<file path="config.mk">
export PLATFORM = sky130hd
export DESIGN_NAME = pwm_timer
export DESIGN_NICKNAME = d
export VERILOG_FILES = /design/src/hdl/pwm_pkg.sv /design/src/hdl/pwm_chan_if.sv /design/src/hdl/pwm_timer.sv /design/src/hdl/pwm_compare.sv
export SDC_FILE = /design/constraint.sdc
export NUM_CORES = 1
export LEC_CHECK = 0
export ABC_CLOCK_PERIOD_IN_PS = 4100
export BUFFER_PORTS_ARGS = -buffer_cell sky130_fd_sc_hd__buf_2
export CORE_MARGIN = 2
export CORE_UTILIZATION = 41
export DETAILED_ROUTE_END_ITERATION = 16
export PLACE_DENSITY = 0.66
export SLEW_MARGIN = 20
export SYNTH_ARGS = -nofsm -noshare
export SYNTH_HDL_FRONTEND = slang
export SYNTH_SLANG_ARGS = --single-unit
</file>
<file path="constraint.sdc">
create_clock -name core_clk -period 4.1 [get_ports core_clk]
set_input_delay 0.82 -clock core_clk [delete_from_list [all_inputs] [get_ports core_clk]]
set_output_delay 0.82 -clock core_clk [all_outputs]
set_load 0.01 [all_outputs]
</file>
<file path="src/hdl/pwm_pkg.sv">
// Shared constants and types of the two-channel PWM timer.
package pwm_pkg;
   localparam int CNT_W = 16;
   localparam logic [1:0] MODE_UNBUF = 2'h1;
   localparam logic [1:0] MODE_BUF = 2'h2;
   localparam logic [1:0] ELS_CLEAR = 2'h2;
   localparam logic [1:0] ELS_SET = 2'h3;
   localparam logic [1:0] ELS_TOGGLE = 2'h1;
   localparam logic [1:0] ELS_OFF = 2'h0;
   localparam logic [15:0] CNT_RESET = 16'h0000;
   localparam logic [15:0] LIMIT_RESET = 16'hFFFF;
   localparam logic [15:0] CMP_RESET = 16'h0000;
   localparam logic [7:0] PRESCALE_RESET = 8'h00;
   localparam logic [2:0] PS_RESET = 3'h0;
   typedef enum logic [1:0] {
      ST_HALTED = 2'b00,
      ST_RUNNING = 2'b01,
      ST_CLEARING = 2'b11
   } run_state_e;
endpackage

</file>
<file path="src/hdl/pwm_chan_if.sv">
// Interface carrying a channel's settings and its compare event.
`timescale 1ns/1ns
interface pwm_chan_if #(parameter int W = 16);
   logic [1:0]   mode;
   logic         toggle_ovf;
   logic [1:0]   els;
   logic         max_duty;
   logic [W-1:0] compare;
   logic         cmp_hit;
   modport ctl (output mode, toggle_ovf, els, max_duty, compare,
                input cmp_hit);
   modport chan (input mode, toggle_ovf, els, max_duty, compare,
                 output cmp_hit);
endinterface

</file>
<file path="src/hdl/pwm_timer.sv">
// Two-channel PWM timer with unbuffered and buffered (paired) outputs.
`timescale 1ns/1ns
// What this block does
// - The clear bit resets counter and prescaler; software uses it at setup.
// - The period limit pair sets the PWM period.
// - The channel compare pair sets the pulse width.
// - Mode 0:1 is unbuffered, mode 1:0 is buffered.
// - Edge/level 1:0 clears output on compare; 1:1 sets it.
// - Channel 0 upper mode bit pairs channels into one buffered output.
// - Channel 0 compare pair first controls the paired output.
// - Channel 0 control governs and reports the paired output.
// - Upper mode bit wins over lower when both are set.
// - With edge/level 1:0 and no overflow toggle the output stays low, giving 0% duty.
// - Max duty plus overflow toggle gives constant 100% duty.
module pwm_timer #(
   parameter int CNT_W = pwm_pkg::CNT_W
) (
   // Clock and reset.
   input  wire logic             core_clk,
   input  wire logic             nrst,
   // Counter control.
   input  wire logic             counter_halt_bit,
   input  wire logic             counter_clear,
   input  wire logic [2:0]       prescale_sel,
   input  wire logic [CNT_W-1:0] period_limit_pair,
   // Channel 0 control.
   input  wire logic             chan0_mode_upper,
   input  wire logic             chan0_mode_lower,
   input  wire logic             chan0_toggle_ovf,
   input  wire logic [1:0]       chan0_els,
   input  wire logic             chan0_max_duty,
   input  wire logic [CNT_W-1:0] chan0_compare_pair,
   // Channel 1 control.
   input  wire logic [1:0]       chan1_mode,
   input  wire logic             chan1_toggle_ovf,
   input  wire logic [1:0]       chan1_els,
   input  wire logic             chan1_max_duty,
   input  wire logic [CNT_W-1:0] chan1_compare_pair,
   // Status.
   output logic [CNT_W-1:0]      count,
   output logic                  overflow,
   output logic                  chan0_flag,
   output logic                  chan1_flag,
   output logic                  paired,
   output logic                  buf_sel,
   // Pins.
   output logic                  chan0_out,
   output logic                  chan1_out,
   output logic                  chan0_out_en,
   output logic                  chan1_out_en
);
   initial begin
      if (CNT_W < 2 || CNT_W > 16) begin
         $error("pwm_timer: CNT_W must lie in 2..16");
      end
   end

   pwm_chan_if #(.W(CNT_W)) ch0 ();
   pwm_chan_if #(.W(CNT_W)) ch1 ();

   pwm_pkg::run_state_e run_state;
   pwm_pkg::run_state_e next_run_state;
   logic [7:0]       prescale;
   logic             tick;
   logic             wrap;
   logic             pair_mode;
   logic             use_alt;
   logic             next_out0;
   logic             next_out1;

   // Channel 0's upper bit pairs the channels and outranks the lower bit.
   assign pair_mode = chan0_mode_upper;

   // Tick taken from the prescaler output selected by software.
   assign tick = (run_state == pwm_pkg::ST_RUNNING) &&
                 (prescale_sel == 3'h0 ||
                  (prescale[prescale_sel - 3'h1] &&
                   (prescale & ((8'h01 << (prescale_sel - 3'h1)) - 8'h01))
                   == 8'h00));
   assign wrap = tick && (count == period_limit_pair);

   // Counter run state: clearing wins, halting stops the count.
   always_comb begin
      next_run_state = run_state;
      case (run_state)
         pwm_pkg::ST_HALTED: begin
            if (counter_clear) next_run_state = pwm_pkg::ST_CLEARING;
            else if (!counter_halt_bit) next_run_state = pwm_pkg::ST_RUNNING;
         end
         pwm_pkg::ST_RUNNING: begin
            if (counter_clear) next_run_state = pwm_pkg::ST_CLEARING;
            else if (counter_halt_bit) next_run_state = pwm_pkg::ST_HALTED;
         end
         pwm_pkg::ST_CLEARING: begin
            if (!counter_clear) begin
               next_run_state = counter_halt_bit ? pwm_pkg::ST_HALTED
                                                 : pwm_pkg::ST_RUNNING;
            end
         end
         default: next_run_state = pwm_pkg::ST_HALTED;
      endcase
   end

   always_ff @(posedge core_clk) begin
      if (!nrst) run_state <= pwm_pkg::ST_HALTED;
      else run_state <= next_run_state;
   end

   // Prescaler runs only while counting and is zeroed by the clear bit.
   always_ff @(posedge core_clk) begin
      if (!nrst || next_run_state == pwm_pkg::ST_CLEARING) begin
         prescale <= pwm_pkg::PRESCALE_RESET;
      end else if (run_state == pwm_pkg::ST_RUNNING) begin
         prescale <= prescale + 8'h01;
      end
   end

   // Main counter; restarting at zero on the limit keeps the period exact.
   always_ff @(posedge core_clk) begin
      if (!nrst || next_run_state == pwm_pkg::ST_CLEARING) begin
         count <= CNT_W'(pwm_pkg::CNT_RESET);
      end else if (wrap) begin
         count <= CNT_W'(pwm_pkg::CNT_RESET);
      end else if (tick) begin
         count <= count + CNT_W'(1);
      end
   end

   always_ff @(posedge core_clk) begin
      if (!nrst) overflow <= 1'b0;
      else overflow <= wrap;
   end

   // Buffered mode swaps the live compare channel only at overflow, so a
   // width written to the idle channel never tears a running period.
   always_ff @(posedge core_clk) begin
      if (!nrst || !pair_mode) begin
         use_alt <= 1'b0;
      end else if (wrap) begin
         use_alt <= ~use_alt;
      end
   end

   // Channel settings; in paired mode channel 0's control governs the paired output.
   always_comb begin
      ch0.mode = pair_mode ? pwm_pkg::MODE_BUF
                           : {1'b0, chan0_mode_lower};
      ch0.toggle_ovf = chan0_toggle_ovf;
      ch0.els = chan0_els;
      ch0.max_duty = chan0_max_duty;
      ch0.compare = (pair_mode && use_alt) ? chan1_compare_pair
                                           : chan0_compare_pair;
      ch1.mode = chan1_mode;
      ch1.toggle_ovf = chan1_toggle_ovf;
      ch1.els = chan1_els;
      ch1.max_duty = chan1_max_duty;
      ch1.compare = chan1_compare_pair;
   end

   pwm_compare #(.W(CNT_W)) u_cmp0 (
      .core_clk (core_clk),
      .nrst     (nrst),
      .count    (count),
      .tick     (tick),
      .ch       (ch0)
   );

   pwm_compare #(.W(CNT_W)) u_cmp1 (
      .core_clk (core_clk),
      .nrst     (nrst),
      .count    (count),
      .tick     (tick),
      .ch       (ch1)
   );

   // Output action for one channel; overflow toggles, compare drives the
   // edge/level action, and max duty with overflow toggle holds the output high for 100%.
   function automatic logic pin_next(input logic cur,
                                     input logic [1:0] els,
                                     input logic tov,
                                     input logic maxd,
                                     input logic ovf,
                                     input logic hit);
      logic v;
      v = cur;
      if (tov && maxd) begin
         v = 1'b1;
      end else begin
         if (ovf && tov) v = ~v;
         if (hit) begin
            case (els)
               pwm_pkg::ELS_CLEAR: v = 1'b0;
               pwm_pkg::ELS_SET: v = 1'b1;
               pwm_pkg::ELS_TOGGLE: v = ~v;
               default: v = v;
            endcase
         end
      end
      return v;
   endfunction

   // Overflow is a registered pulse so it lines up with the compare hits.
   always_comb begin
      next_out0 = pin_next(chan0_out, ch0.els, ch0.toggle_ovf,
                           ch0.max_duty, overflow, ch0.cmp_hit);
      next_out1 = pin_next(chan1_out, ch1.els, ch1.toggle_ovf,
                           ch1.max_duty, overflow, ch1.cmp_hit);
   end

   // Channel outputs; in paired mode channel 1's pin is released.
   always_ff @(posedge core_clk) begin
      if (!nrst) begin
         chan0_out <= 1'b0;
         chan1_out <= 1'b0;
      end else begin
         if (ch0.els != pwm_pkg::ELS_OFF) chan0_out <= next_out0;
         if (!pair_mode && ch1.els != pwm_pkg::ELS_OFF) begin
            chan1_out <= next_out1;
         end
      end
   end

   always_ff @(posedge core_clk) begin
      if (!nrst) begin
         chan0_out_en <= 1'b0;
         chan1_out_en <= 1'b0;
      end else begin
         chan0_out_en <= (ch0.els != pwm_pkg::ELS_OFF) &&
                         (ch0.mode != 2'h0);
         chan1_out_en <= !pair_mode && (ch1.els != pwm_pkg::ELS_OFF) &&
                         (ch1.mode != 2'h0);
      end
   end

   // Status flags: channel 0's flag reports either compare of the pair.
   always_ff @(posedge core_clk) begin
      if (!nrst) begin
         chan0_flag <= 1'b0;
         chan1_flag <= 1'b0;
         paired     <= 1'b0;
         buf_sel    <= 1'b0;
      end else begin
         chan0_flag <= ch0.cmp_hit;
         chan1_flag <= ch1.cmp_hit && !pair_mode;
         paired     <= pair_mode;
         buf_sel    <= use_alt;
      end
   end
endmodule // pwm_timer

</file>
<file path="src/hdl/pwm_compare.sv">
// Compare detector: pulses when the running counter matches a width.
`timescale 1ns/1ns
module pwm_compare #(
   parameter int W = 16
) (
   // Clock and reset.
   input  wire logic         core_clk,
   input  wire logic         nrst,
   // Counter state.
   input  wire logic [W-1:0] count,
   input  wire logic         tick,
   // Channel settings and event.
   pwm_chan_if.chan          ch
);
   // The hit is a registered pulse, so the output path has two stages.
   always_ff @(posedge core_clk) begin
      if (!nrst) begin
         ch.cmp_hit <= 1'b0;
      end else begin
         ch.cmp_hit <= tick && (count == ch.compare);
      end
   end
endmodule // pwm_compare

</file>
### After elaboration in Yosys (flattened, before gate mapping)

Cells that the tools add are included.

| storage, ports and cells | value |
|---|---|
| word-level logic and storage cells | 87 |
| bits in writable memories | 0 |
| bits in latches | 0 |
| input port bits | 67 |
| memories | 0 |
| flip-flop bits (word level) | 38 |
| memory bits (read-only) | 0 |
| output and inout bits | 25 |

| operators by class | value |
|---|---|
| reduce and logical (&&, ||, !) cells | 27 |
| add/subtract/negate cells | 4 |
| $lt $le $gt $ge | 1 |
| shifts and indexed selects | 1 |
| divide/modulo/power cells | 0 |
| multipliers | 0 |
| bitwise logic cells | 6 |
| mux-type cells | 21 |
| equality and inequality tests | 12 |

Operator list:

| cell | count |
|---|---|
| $eq 16x16->1 | 3 |
| $add 16x1->16 const B | 1 |
| $mux 16 | 1 |
| $logic_and 1x1->1 | 14 |
| $eq 2x2->1 const B | 6 |
| $mux 2 | 6 |
| $mux 1 | 10 |
| $add 8x1->8 const B | 1 |
| $and 8x8->8 | 1 |
| $logic_not 8->1 | 1 |
| $reduce_bool 2->1 | 4 |
| $shl 1x3->8 const A | 1 |
| $sub 8x1->8 const B | 1 |
| $eq 2x1->1 const B | 3 |
| $pmux 1 s3 | 2 |
| $pmux 2 s3 | 1 |
| $not 1->1 | 5 |
| $lt 3x4->1 const B | 1 |
| $bmux 1 s3 | 1 |
| $logic_not 3->1 | 1 |
| $logic_or 1x1->1 | 3 |
| $sub 3x1->3 const B | 1 |
| $logic_not 1->1 | 2 |
| $logic_not 2->1 | 1 |
| $reduce_or 2->1 | 1 |

### Depth between registers and ports, before layout

Gate-level depths: netlist of the first run.

| logic depth | value |
|---|---|
| word-level depth | 10 |
| gate-level depth with buffers | 12 |
| mapped depth without buffers | 11 |

### Hierarchy

A second synthesis of the first run with hierarchy kept.

| second synthesis, totals | value |
|---|---|
| cell total of the unflattened synthesis | 355 |
| area total of the unflattened synthesis | 3006.6 um2 |

By module, submodules not included:

| module | sequential area each (um2) | times used | area an instance (um2) | cells an instance |
|---|---|---|---|---|
| pwm_timer | 720.7 | 1 | 2598.7 | 309 |
| pwm_compare | 20.0 | 2 | 203.9 | 23 |

### Worst setup path after synthesis of the first run

Ideal clock, no wire load.

| timing | value |
|---|---|
| path type | input to register |
| start point | input port prescale_sel[0] |
| end point | register count[4] |
| data required time | 3.970 ns |
| slack | 0.992 ns |
| arrival | 2.977 ns |
| buffers on the path | 1 |
| stages on the path | 12 |
| library setup time | 0.130 ns |
| cell sequence | inv_1 > ha_1 > xnor2_2 > nand2_1 > ha_1 > inv_1 > or4_1 > a31o_2 > nand2_1 > o31a_1 > buf_6 > o32ai_2 |

| on the way | value |
|---|---|
| longest elaborated chain between the ends | 10 |
| elaborated cells on any way between the ends | 13 |
| those cells by class | 2 x add/sub; 1 x shift; 2 x mux; 1 x bitwise; 7 x reduce/logical |

RTL lines:

| element | RTL line | text |
|---|---|---|
| start, declared | pwm_timer.sv:24 | `input wire logic [2:0] prescale_sel,` |
| $sub 3x1->3 | pwm_timer.sv:77, pwm_timer.sv:78 |  |
| $shl 1x3->8 | pwm_timer.sv:78 | `(prescale & ((8'h01 << (prescale_sel - 3'h1)) - 8'h01))` |
| $sub 8x1->8 | pwm_timer.sv:78 |  |
| $and 8x8->8 | pwm_timer.sv:78 |  |
| $logic_not 8->1 | pwm_timer.sv:78 |  |
| $logic_and 1x1->1 | pwm_timer.sv:77 | `(prescale[prescale_sel - 3'h1] &&` |
| $logic_or 1x1->1 * | pwm_timer.sv:76 | `(prescale_sel == 3'h0 \|\|` |
| $logic_and 1x1->1 * | pwm_timer.sv:75 | `assign tick = (run_state == pwm_pkg::ST_RUNNING) &&` |
| $logic_and 1x1->1 | pwm_timer.sv:80 | `assign wrap = tick && (count == period_limit_pair);` |
| $reduce_or 2->1 (no line) | n/a |  |
| end signal, assigned | pwm_timer.sv:121 | `count <= CNT_W'(pwm_pkg::CNT_RESET);` |
| end signal, assigned | pwm_timer.sv:123 | `count <= CNT_W'(pwm_pkg::CNT_RESET);` |
| end signal, assigned | pwm_timer.sv:125 | `count <= count + CNT_W'(1);` |
| end, declared | pwm_timer.sv:40 | `output logic [CNT_W-1:0] count,` |

Every way passes the cells marked *; elsewhere a longest branch is shown, timed or not. The select of a mux whose other input is x is not followed.
A chain may end at the register's enable or synchronous reset.

### Worst setup path in the final report of the first run

| timing | value |
|---|---|
| start point | input port prescale_sel[0] |
| end point | register count[6] |

Same word-level chain as after synthesis.

==> metrics.md, run 1 <==
| Metric | Value |
|---|---|
| Final net count | 532 |
| Placer congestion estimate | 0.851 |
| Clock latency at the later pin of the worst-skew pair | 290 ps |
| Path type of the worst min-delay path | reg -> reg |
| CTS H-tree lvls | 2 |
| RSZ-0062 raised after global routing | false |
| DIE HEIGHT | 90.7 um |
| Antenna violations before repair | 0 |
| Critical path launch point type | input port |
| Min Tclk post-route | 3370 ps |
| Maxcap violations | 0 |
| Post-synth ARST share | 0% |
| Kind of critical path | in -> reg |
| Synth Instances | 383 |
| Setup-failing EPs final | 0 |
| WP data arrival | 3540 ps |
| Max Root-Sink Buffers | 2 |
| Main flop type after synthesis | dfxtp_1 |
| Final core occ | 50.8% |
| Post-synth EDFFs | 0 |
| Total GRT Usage | 19.1% |
| Placed insts | 549 |
| Max-slew violation count | 0 |
| Max reg flops | 16 |
| Total routed wirelength | 8260 um |
| Post-CTS Setup Repair Bufs | 0 |
| Outcome | completed |
| PD cells | 227 mW/mm2 |
| Routed WL per cell | 14.8 um |
| Distinct cells, synth | 54 |
| Final Hold Slack | 493 ps |
| First-pass DRT Iterations | 4 |
| Final Instance Count excl. Fillers | 557 |
| Syn_nets | 458 |
| Routed vias | 2,979 |
| Final Hold Viols | 0 |
| CTS tree | yes |
| Place WS | 478 ps |
| Final Skew | 3.77 ps |
| Crit end category | flop |
| Clock root buffer | clkbuf_8 |
| Die Wd | 90.7 um |
| Post-route cell area | 0.00368 mm2 |
| DIE AREA | 0.00823 mm2 |
| Vias per cell | 5.35 |
| Slew @ Worst Pin | 780 ps |
| Number of gates resized after cts | 0 |
| Peak supply drop | 0.000111 V |
| Final total power | 0.835 mW |
| Largest regs | count x16, prescale x8, run_state x2 |
| Layout cells sized above 1 | 27.5% |
| Register area | 761 um2 |
| Multi-input gate area | 0.00215 mm2 |
| Worst-path clk slew | 80 ps |
| Ant. Diodes | 0 |
| 1st-iter DRT viols | 180 |
| Rel. slew slack | 48.0% |
| CP Max Fanout | 9 |
| Fillers | 721 |
| Synthesized flop and latch total | 38 |
| I/O Buffers | 91 |
| Leak Pwr | 1.53 nW |
| Initial core utilization | 42.5% |
| CORE AREA | 0.00725 mm2 |
| FP Rows | 31 |
| Critical Path RT | 4270 ps |
| First-pass GRT wire length | 13,100 um |
| Hpwl dp | 6280 um |
| PnR worst setup slack | 731 ps |
| Final antenna-violating net count | 0 |
| Setup TNS | 0 ps |
| Hold_buf cts | 0 |
| Placed inst area | 0.00357 mm2 |
| DRC Markers | 0 |
| Area Growth Syn to Fin | 19.4% |
| Post-Syn Area | 0.00308 mm2 |
| Fmax | 0.297 GHz |
| Synth warn | 0 |
| GRT overflow | 0 |
| Largest net degree at the start of global routing | 31 |
| Vias in the first global route | 2,745 |
| CTS buffer count | 5 |
| Ports | 92 |
| Register area share after synthesis | 24.7% |
| Largest Register | count |
| Fin crit share | 82.2% |
| Clock sink count | 38 |
| Syn avg cell area | 8.05 um2 |
-- worst paths after layout --
check / start / end / cells past startpoint / slack, ps
worst min register to register: use_alt / use_alt / 2 / 490
worst min-delay path: use_alt / use_alt / 2 / 490
worst max register to register: count[0] / count[14] / 7 / 1600
worst max-delay path: prescale_sel[0] / count[6] / 13 / 730
-- cells in the final DEF (no fill, tap or decap), drive strengths merged, types with 3 or more instances in the layout --
cell type and n:
ha 8, nand4 9, and2 4, nor3 7, o22ai 11, or3 4
and3 10, o31ai 13, dfxtp 38, nor2 35, nand2 38, nand2b 4
o2111ai 3, xnor2 36, or4 4, mux2i 12, o21ai 26, a21oi 5
nand3 12, buf 96, nand3b 3, inv 11, clkbuf 5, xor2 25
nor4 9
-- cells by family after synthesis --
group,Yosys count,share of synthesized area (%)
buffers and inverters,40,5.60
xor gates and xnor gates,61,17.8
DFF,38,24.7
adders and majority gates,8,3.25
muxes,14,5.36
AOI/OAI and AO/OA,76,19.0
and+or+nand+nor,146,24.3
-- metal layers --
layer | up-vias | part of all wire [%] | global-route usage (%)
li1 | 1501 | - | -
met1 | 1372 | 44 | 24.9
met2 | 97 | 49 | 32.7
met3 | 9 | 5.9 | 3.76
met4 | 0 | 0.80 | 4.10
met5 | - | 0 | 0
-- Yosys cell counts (2+ instances only) --
| master | number | area share [%] |
|---|---|---|
| dfxtp_1 | 38 | 25 |
| nand2_1 | 38 | 4.6 |
| nor2_1 | 35 | 4.3 |
| xnor2_1 | 35 | 9.9 |
| o21ai_0 | 25 | 4.1 |
| xor2_1 | 24 | 6.8 |
| clkbuf_1 | 16 | 1.9 |
| buf_2 | 12 | 1.9 |
| mux2i_1 | 12 | 3.9 |
| nand3_1 | 12 | 1.9 |
| o31ai_1 | 12 | 2.9 |
| inv_1 | 11 | 1.3 |
| and3_1 | 10 | 2.0 |
| nand4_1 | 9 | 1.8 |
| o22ai_2 | 9 | 3.7 |
| ha_1 | 8 | 3.2 |
| nor4_1 | 8 | 1.6 |
| nor3_1 | 6 | 0.97 |
| a21oi_1 | 5 | 0.81 |
| and2_1 | 4 | 0.81 |
| nand2b_1 | 4 | 0.81 |
| or3_1 | 4 | 0.81 |
| or4_1 | 4 | 0.97 |
| nand3b_1 | 3 | 0.73 |
| a21boi_0 | 2 | 0.49 |
| and4_1 | 2 | 0.57 |
| mux4_2 | 2 | 1.5 |
| nor3b_1 | 2 | 0.49 |
| o2111ai_1 | 2 | 0.57 |
| o211ai_1 | 2 | 0.49 |
| o21bai_1 | 2 | 0.49 |
| o221ai_1 | 2 | 0.57 |
| o22ai_1 | 2 | 0.41 |
-- critical path, cell delays in order --
cell and delay, ps:
buf_2 140, inv_1 90, ha_1 260, xnor2_2 230, nand2_1 110, ha_1 260, inv_1 90, or4_1 410
a31o_2 290, nand2_1 90, o31a_1 360, buf_4 280, o21ai_0 110
-- area by class of cell --
type / instances / area share (%)
tap: 99 / 3.36
clock buffer: 5 / 1.87
timing repair buffer: 96 / 13.4
multi-input combinational: 305 / 58.4
inverter: 11 / 1.12
sequential: 38 / 20.7
clock inverter: 3 / 1.22
-- power by group --
group | switching (mW) | internal (mW) | leakage [nW]
clock network | 0.138 | 0.181 | 0.0504
registers | 0.00410 | 0.374 | 0.308
logic | 0.0720 | 0.0655 | 1.17
total | 0.214 | 0.621 | 1.53
(Power assumes the default switching activity.)
==> run 2: changes to the inputs <==
--- a/config.mk
+++ b/config.mk
@@ -5,7 +5,7 @@
 export SDC_FILE = /design/constraint.sdc
 export NUM_CORES = 1
 export LEC_CHECK = 0
-export ABC_CLOCK_PERIOD_IN_PS = 4100
+export ABC_CLOCK_PERIOD_IN_PS = 3400
 export BUFFER_PORTS_ARGS = -buffer_cell sky130_fd_sc_hd__buf_2
 export CORE_MARGIN = 2
 export CORE_UTILIZATION = 41
==> constraint.sdc (replaced) <==
create_clock -name core_clk -period 3.4 [get_ports core_clk]
set_input_delay 0.68 -clock core_clk [delete_from_list [all_inputs] [get_ports core_clk]]
set_output_delay 0.68 -clock core_clk [all_outputs]
set_load 0.01 [all_outputs]
==> run 2 against run 1 <==
Net effect: sequential power grew 21%; non-clock buffer count grew 2; via count grew 2.7%; first-iteration DRC count grew 29%; clock power grew 49%; clock skew grew 4.4 ps.
==> metrics.md, run 2 (synthesis results as in run 1) <==
| Metric | Value |
|---|---|
| Clock latency at the later pin of the worst-skew pair | 300 ps (about the same) |
| Commonest non-fill, non-tap cell in the layout | buf_2 |
| DRC Markers | 0 (unchanged) |
| Initial core utilization | 42.5% (unchanged) |
| Critical path launch point type | input port |
| DIE HEIGHT | 90.7 um (unchanged) |
| FP Rows | 31 (unchanged) |
| Largest Register | count |
| Clock sink count | 38 (unchanged) |
| Fillers | 725 (+0.55%) |
| Largest net degree at the start of global routing | 35 (+13%) |
| I/O Buffers | 91 (unchanged) |
| Rel. slew slack | 47.1% (-0.89 points) |
| Fin crit share | 85.9% |
| Min Tclk post-route | 2920 ps |
| Die Wd | 90.7 um (unchanged) |
| PnR worst setup slack | 480 ps (-251 ps) |
| GRT overflow | 0 (unchanged) |
| Worst hold path depth | 2 (unchanged) |
| Worst-path clk slew | 90 ps (about the same) |
| Kind of critical path | in -> reg |
| Max reg flops | 16 (unchanged) |
| CP Max Fanout | 14 (+5) |
| Post-CTS Setup Repair Bufs | 0 (unchanged) |
| Vias in the first global route | 2,901 (+5.7%) |
| Final antenna-violating net count | 0 (unchanged) |
| First-pass DRT Iterations | 4 (unchanged) |
| Slew @ Worst Pin | 793 ps (+13.3 ps) |
| Placer congestion estimate | 0.832 (-2.2%) |
| Area Growth Syn to Fin | 21.1% |
| Layout cells sized above 1 | 27.8% (+0.32 points) |
| First-pass GRT wire length | 14,000 um (+7.3%) |
| Final net count | 534 (+0.38%) |
| Critical Path RT | 3640 ps (-630 ps) |
| PD cells | 294 mW/mm2 (+30%) |
| Total GRT Usage | 20.3% (+1.1 points) |
| Total routed wirelength | 8410 um (+1.8%) |
| Setup-failing EPs final | 0 (unchanged) |
| WP data arrival | 3160 ps (-380 ps) |
| CTS buffer count | 5 (unchanged) |
| CTS tree | yes |
| Fmax | 0.342 GHz |
| Max Root-Sink Buffers | 2 (unchanged) |
| Max-slew violation count | 0 (unchanged) |
| Hpwl dp | 6310 um (+0.38%) |
| Vias per cell | 5.47 (+2.3%) |
| Antenna violations before repair | 0 (unchanged) |
| Maxcap violations | 0 (unchanged) |
| Path type of the worst min-delay path | reg -> reg |
| DIE AREA | 0.00823 mm2 (unchanged) |
| CORE AREA | 0.00725 mm2 (unchanged) |
| RSZ-0062 raised after global routing | false |
| Place WS | 161 ps (-317 ps) |
| 1st-iter DRT viols | 232 (+29%) |
| Final Skew | 8.17 ps (+4.39 ps) |
| Ports | 92 (unchanged) |
| Outcome | completed |
| Largest regs | count x16, prescale x8, run_state x2 |
| Peak supply drop | 0.000152 V (+37%) |
| Number of gates resized after cts | 0 (unchanged) |
| Leak Pwr | 1.56 nW (+2.3%) |
| Routed vias | 3,059 (+2.7%) |
| Hold_buf cts | 0 (unchanged) |
| CTS H-tree lvls | 2 (unchanged) |
| Crit end category | flop |
| Commonest cells after routing, fill and taps aside | buf_2, nand2_1, dfxtp_1, xnor2_1, nor2_1 |
| Final Hold Viols | 0 (unchanged) |
| Ant. Diodes | 0 (unchanged) |
| Routed WL per cell | 15.0 um (+1.5%) |
| Clock root buffer | clkbuf_8 |
| Setup TNS | 0 ps (unchanged) |
| Reg2Reg Depth | 7 (unchanged) |
==> run 2: per-stage QoR <==
stage	cell area (um2)	hold WS, ps	cells	total power [mW]	util, %
floorplan	3080	451	383	0.564	-
finish	3730	492	559	1.10	51.5
CTS	3730	494	559	1.10	51.5
detailed placement	3600	475	551	0.634	49.6
global placement	3600	469	551	0.631	49.6
global route	3730	524	559	1.14	51.5
==> run 2: per-layer routing <==
metal	vias to the layer above	wire length (um)	global-route usage, %
met2	124	4160	35.2
met1	1416	3550	26.6
li1	1514	-	-
met4	0	36	3.21
met3	5	663	3.51
met5	-	0	0
==> run 2: critical path, cell delays in order <==
cell	delay, ps
buf_2	130
inv_1	80
ha_1	260
xnor2_2	260
nand2_1	100
ha_1	290
o21ai_0	80
a311oi_2	300
o2111ai_2	200
buf_4	240
o21bai_1	310
mux2i_1	210
==> run 2: path summary, 6_finish.rpt <==
kind | start | endpoint | slack (ps)
setup reg to reg | count[1] | count[14] | 960
setup / recovery | prescale_sel[0] | count[1] | 480
hold / removal | chan1_out | chan1_out | 490
hold reg to reg | chan1_out | chan1_out | 490
==> run 2: where the power goes <==
part           leakage [nW]  switching, mW  internal (mW)
logic                  1.19         0.0864         0.0811
clock network        0.0683          0.180          0.294
registers             0.308        0.00484          0.451
total                  1.56          0.271          0.827
==> run 2: final cells by class <==
class | instances | area, um2 | share of cell area (%)
clock buffers | 5 | 68.8 | 1.84
clock inverters | 3 | 68.8 | 1.84
inverters | 11 | 41.3 | 1.11
multi-input cells | 305 | 2150 | 57.6
flip-flops and latches | 38 | 761 | 20.4
well taps | 99 | 124 | 3.32
repair buffers | 98 | 520 | 13.9
==> run 3: changes to the inputs <==
--- a/config.mk
+++ b/config.mk
@@ -9,6 +9,7 @@
 export BUFFER_PORTS_ARGS = -buffer_cell sky130_fd_sc_hd__buf_2
 export CORE_MARGIN = 2
 export CORE_UTILIZATION = 41
+export CTS_BUF_LIST = sky130_fd_sc_hd__clkbuf_4
 export DETAILED_ROUTE_END_ITERATION = 16
 export PLACE_DENSITY = 0.66
 export SLEW_MARGIN = 20
==> run 3 against run 2 <==
Net effect: final area is 0.77% lower; non-clock buffer count stayed put; critical endpoint unchanged; sequential share of layout area is 0.16 points higher; global-route usage is 0.11 points higher; maximum frequency is 2.3% higher; die area stayed put; utilization is 0.40 points lower; critical path type unchanged; largest cell class unchanged.
==> metrics.md, run 3 (synthesis results as in run 1) <==
| Metric | Value |
|---|---|
| Layout cells sized above 1 | 27.8% (unchanged) |
| WP data arrival | 3160 ps (about the same) |
| I/O Buffers | 91 (unchanged) |
| CP Max Fanout | 14 (unchanged) |
| 1st-iter DRT viols | 252 (+8.6%) |
| Hold_buf cts | 0 (unchanged) |
| Final net count | 534 (unchanged) |
| Ports | 92 (unchanged) |
| Crit-path cells | buf_2 -> inv_1 -> ha_1 -> xnor2_2 -> nand2_1 -> ha_1 -> o21ai_0 -> a311oi_2 -> o2111ai_2 -> buf_4 -> o21bai_1 -> mux2i_1 |
| Crit-path most repeated cell | ha_1 |
| Initial core utilization | 42.5% (unchanged) |
| CP delay by family, top | compound AO/OA/AOI/OAI gates |
| Leak Pwr | 1.55 nW (-0.83%) |
| CTS H-tree lvls | 2 (unchanged) |
| Clock sink count | 38 (unchanged) |
| Total GRT Usage | 20.4% (+0.11 points) |
| Max Root-Sink Buffers | 2 (unchanged) |
| PD cells | 275 mW/mm2 (-6.4%) |
| Critical Path RT | 3700 ps (+60 ps) |
| Fmax | 0.350 GHz (+2.3%) |
| First-pass DRT Iterations | 5 (+1) |
| Multi-input gate area | 0.00215 mm2 (unchanged) |
| Final total power | 1.02 mW (-7.1%) |
| Critical path launch point type | input port |
| Min Tclk post-route | 2850 ps (-65.7 ps) |
| Commonest cells after routing, fill and taps aside | buf_2, nand2_1, dfxtp_1, xnor2_1, nor2_1 |
| Antenna violations before repair | 0 (unchanged) |
| Slew @ Worst Pin | 782 ps (-11.2 ps) |
| CP max stage cell | o21bai_1 |
| Post-CTS Setup Repair Bufs | 0 (unchanged) |
| DIE AREA | 0.00823 mm2 (unchanged) |
| Path type of the worst min-delay path | in -> reg |
| Commonest non-fill, non-tap cell in the layout | buf_2 |
| Largest Register | count |
| CTS tree | yes |
| Clock latency at the later pin of the worst-skew pair | 360 ps (+60 ps) |
| Final Skew | 14.5 ps (+6.29 ps) |
| Total routed wirelength | 8440 um (+0.42%) |
| Fin crit share | 84.0% (-1.9 points) |
| DRC Markers | 0 (unchanged) |
| Die Wd | 90.7 um (unchanged) |
| Crit end category | flop |
| Final Hold Viols | 0 (unchanged) |
| Largest regs | count x16, prescale x8, run_state x2 |
| Setup-failing EPs final | 0 (unchanged) |
| DIE HEIGHT | 90.7 um (unchanged) |
| GRT overflow | 0 (unchanged) |
| Outcome | completed |
| Peak supply drop | 0.000128 V (-16%) |
| First-pass GRT wire length | 14,000 um (unchanged) |
| Final antenna-violating net count | 0 (unchanged) |
| Number of gates resized after cts | 0 (unchanged) |
| Maxcap violations | 0 (unchanged) |
| RSZ-0062 raised after global routing | false |
| Hpwl dp | 6310 um (unchanged) |
| Setup TNS | 0 ps (unchanged) |
| CTS buffer count | 5 (unchanged) |
| Rel. slew slack | 47.9% (+0.74 points) |
| Area Growth Syn to Fin | 20.2% |
| Routed vias | 3,074 (+0.49%) |
| Largest net degree at the start of global routing | 35 (unchanged) |
| Max-slew violation count | 0 (unchanged) |
| CORE AREA | 0.00725 mm2 (unchanged) |
| Max reg flops | 16 (unchanged) |
| Vias in the first global route | 2,891 (-0.34%) |
| Routed WL per cell | 15.1 um (+0.24%) |
| CP bufs+invs | 3 (unchanged) |
| Max stage delay on crit path | 310 ps (about the same) |
| Kind of critical path | in -> reg |
| Worst-path clk slew | 130 ps (+40 ps) |
| Vias per cell | 5.49 (+0.31%) |
| Placer congestion estimate | 0.832 (unchanged) |
| Register area | 761 um2 (unchanged) |
| FP Rows | 31 (unchanged) |
| Fillers | 727 (+0.28%) |
| Clock root buffer | clkbuf_4 |
run 3: routing by layer:
layer,GRT usage (%),share of wire (%),vias up
li1,-,-,1520
met1,27.0,44,1445
met2,35.0,50,102
met3,4.01,5.9,7
met4,2.95,0.68,0
met5,0,0,-
run 3: final cells by class:
class	count	share of cell area [%]
Timing Repair Buffer	98	14.0
Clock inverter	3	1.86
Inverter	11	1.11
Clock buffer	5	1.01
Multi-Input combinational cell	305	58.0
Tap cell	99	3.34
Sequential cell	38	20.5
Antenna cell	1	0.0675
run 3: power breakdown:
part	internal [mW]	switching, mW
Combinational	0.0811	0.0864
Clock	0.230	0.166
Sequential	0.452	0.00485
Total	0.763	0.257
run 3: final timing paths:
path               startpoint           end  slack [ps]  cells past startpoint
max           prescale_sel[0]      count[1]         550                     12
min          counter_halt_bit  run_state[0]         490                      2
max reg2reg          count[1]     count[14]         960                      7
min reg2reg         chan1_out     chan1_out         500                      2
run 3: per-stage QoR:
| step | hold slack, ps | setup WS, ps | util [%] | cell area [um2] | cells |
|---|---|---|---|---|---|
| floorplan | 451 | 432 | - | 3080 | 383 |
| global placement | 469 | 245 | 49.6 | 3600 | 551 |
| detailed placement | 475 | 161 | 49.6 | 3600 | 551 |
| CTS | 480 | 535 | 51.0 | 3700 | 559 |
| global route | 475 | 299 | 51.0 | 3700 | 559 |
| finish | 495 | 545 | 51.1 | 3700 | 560 |
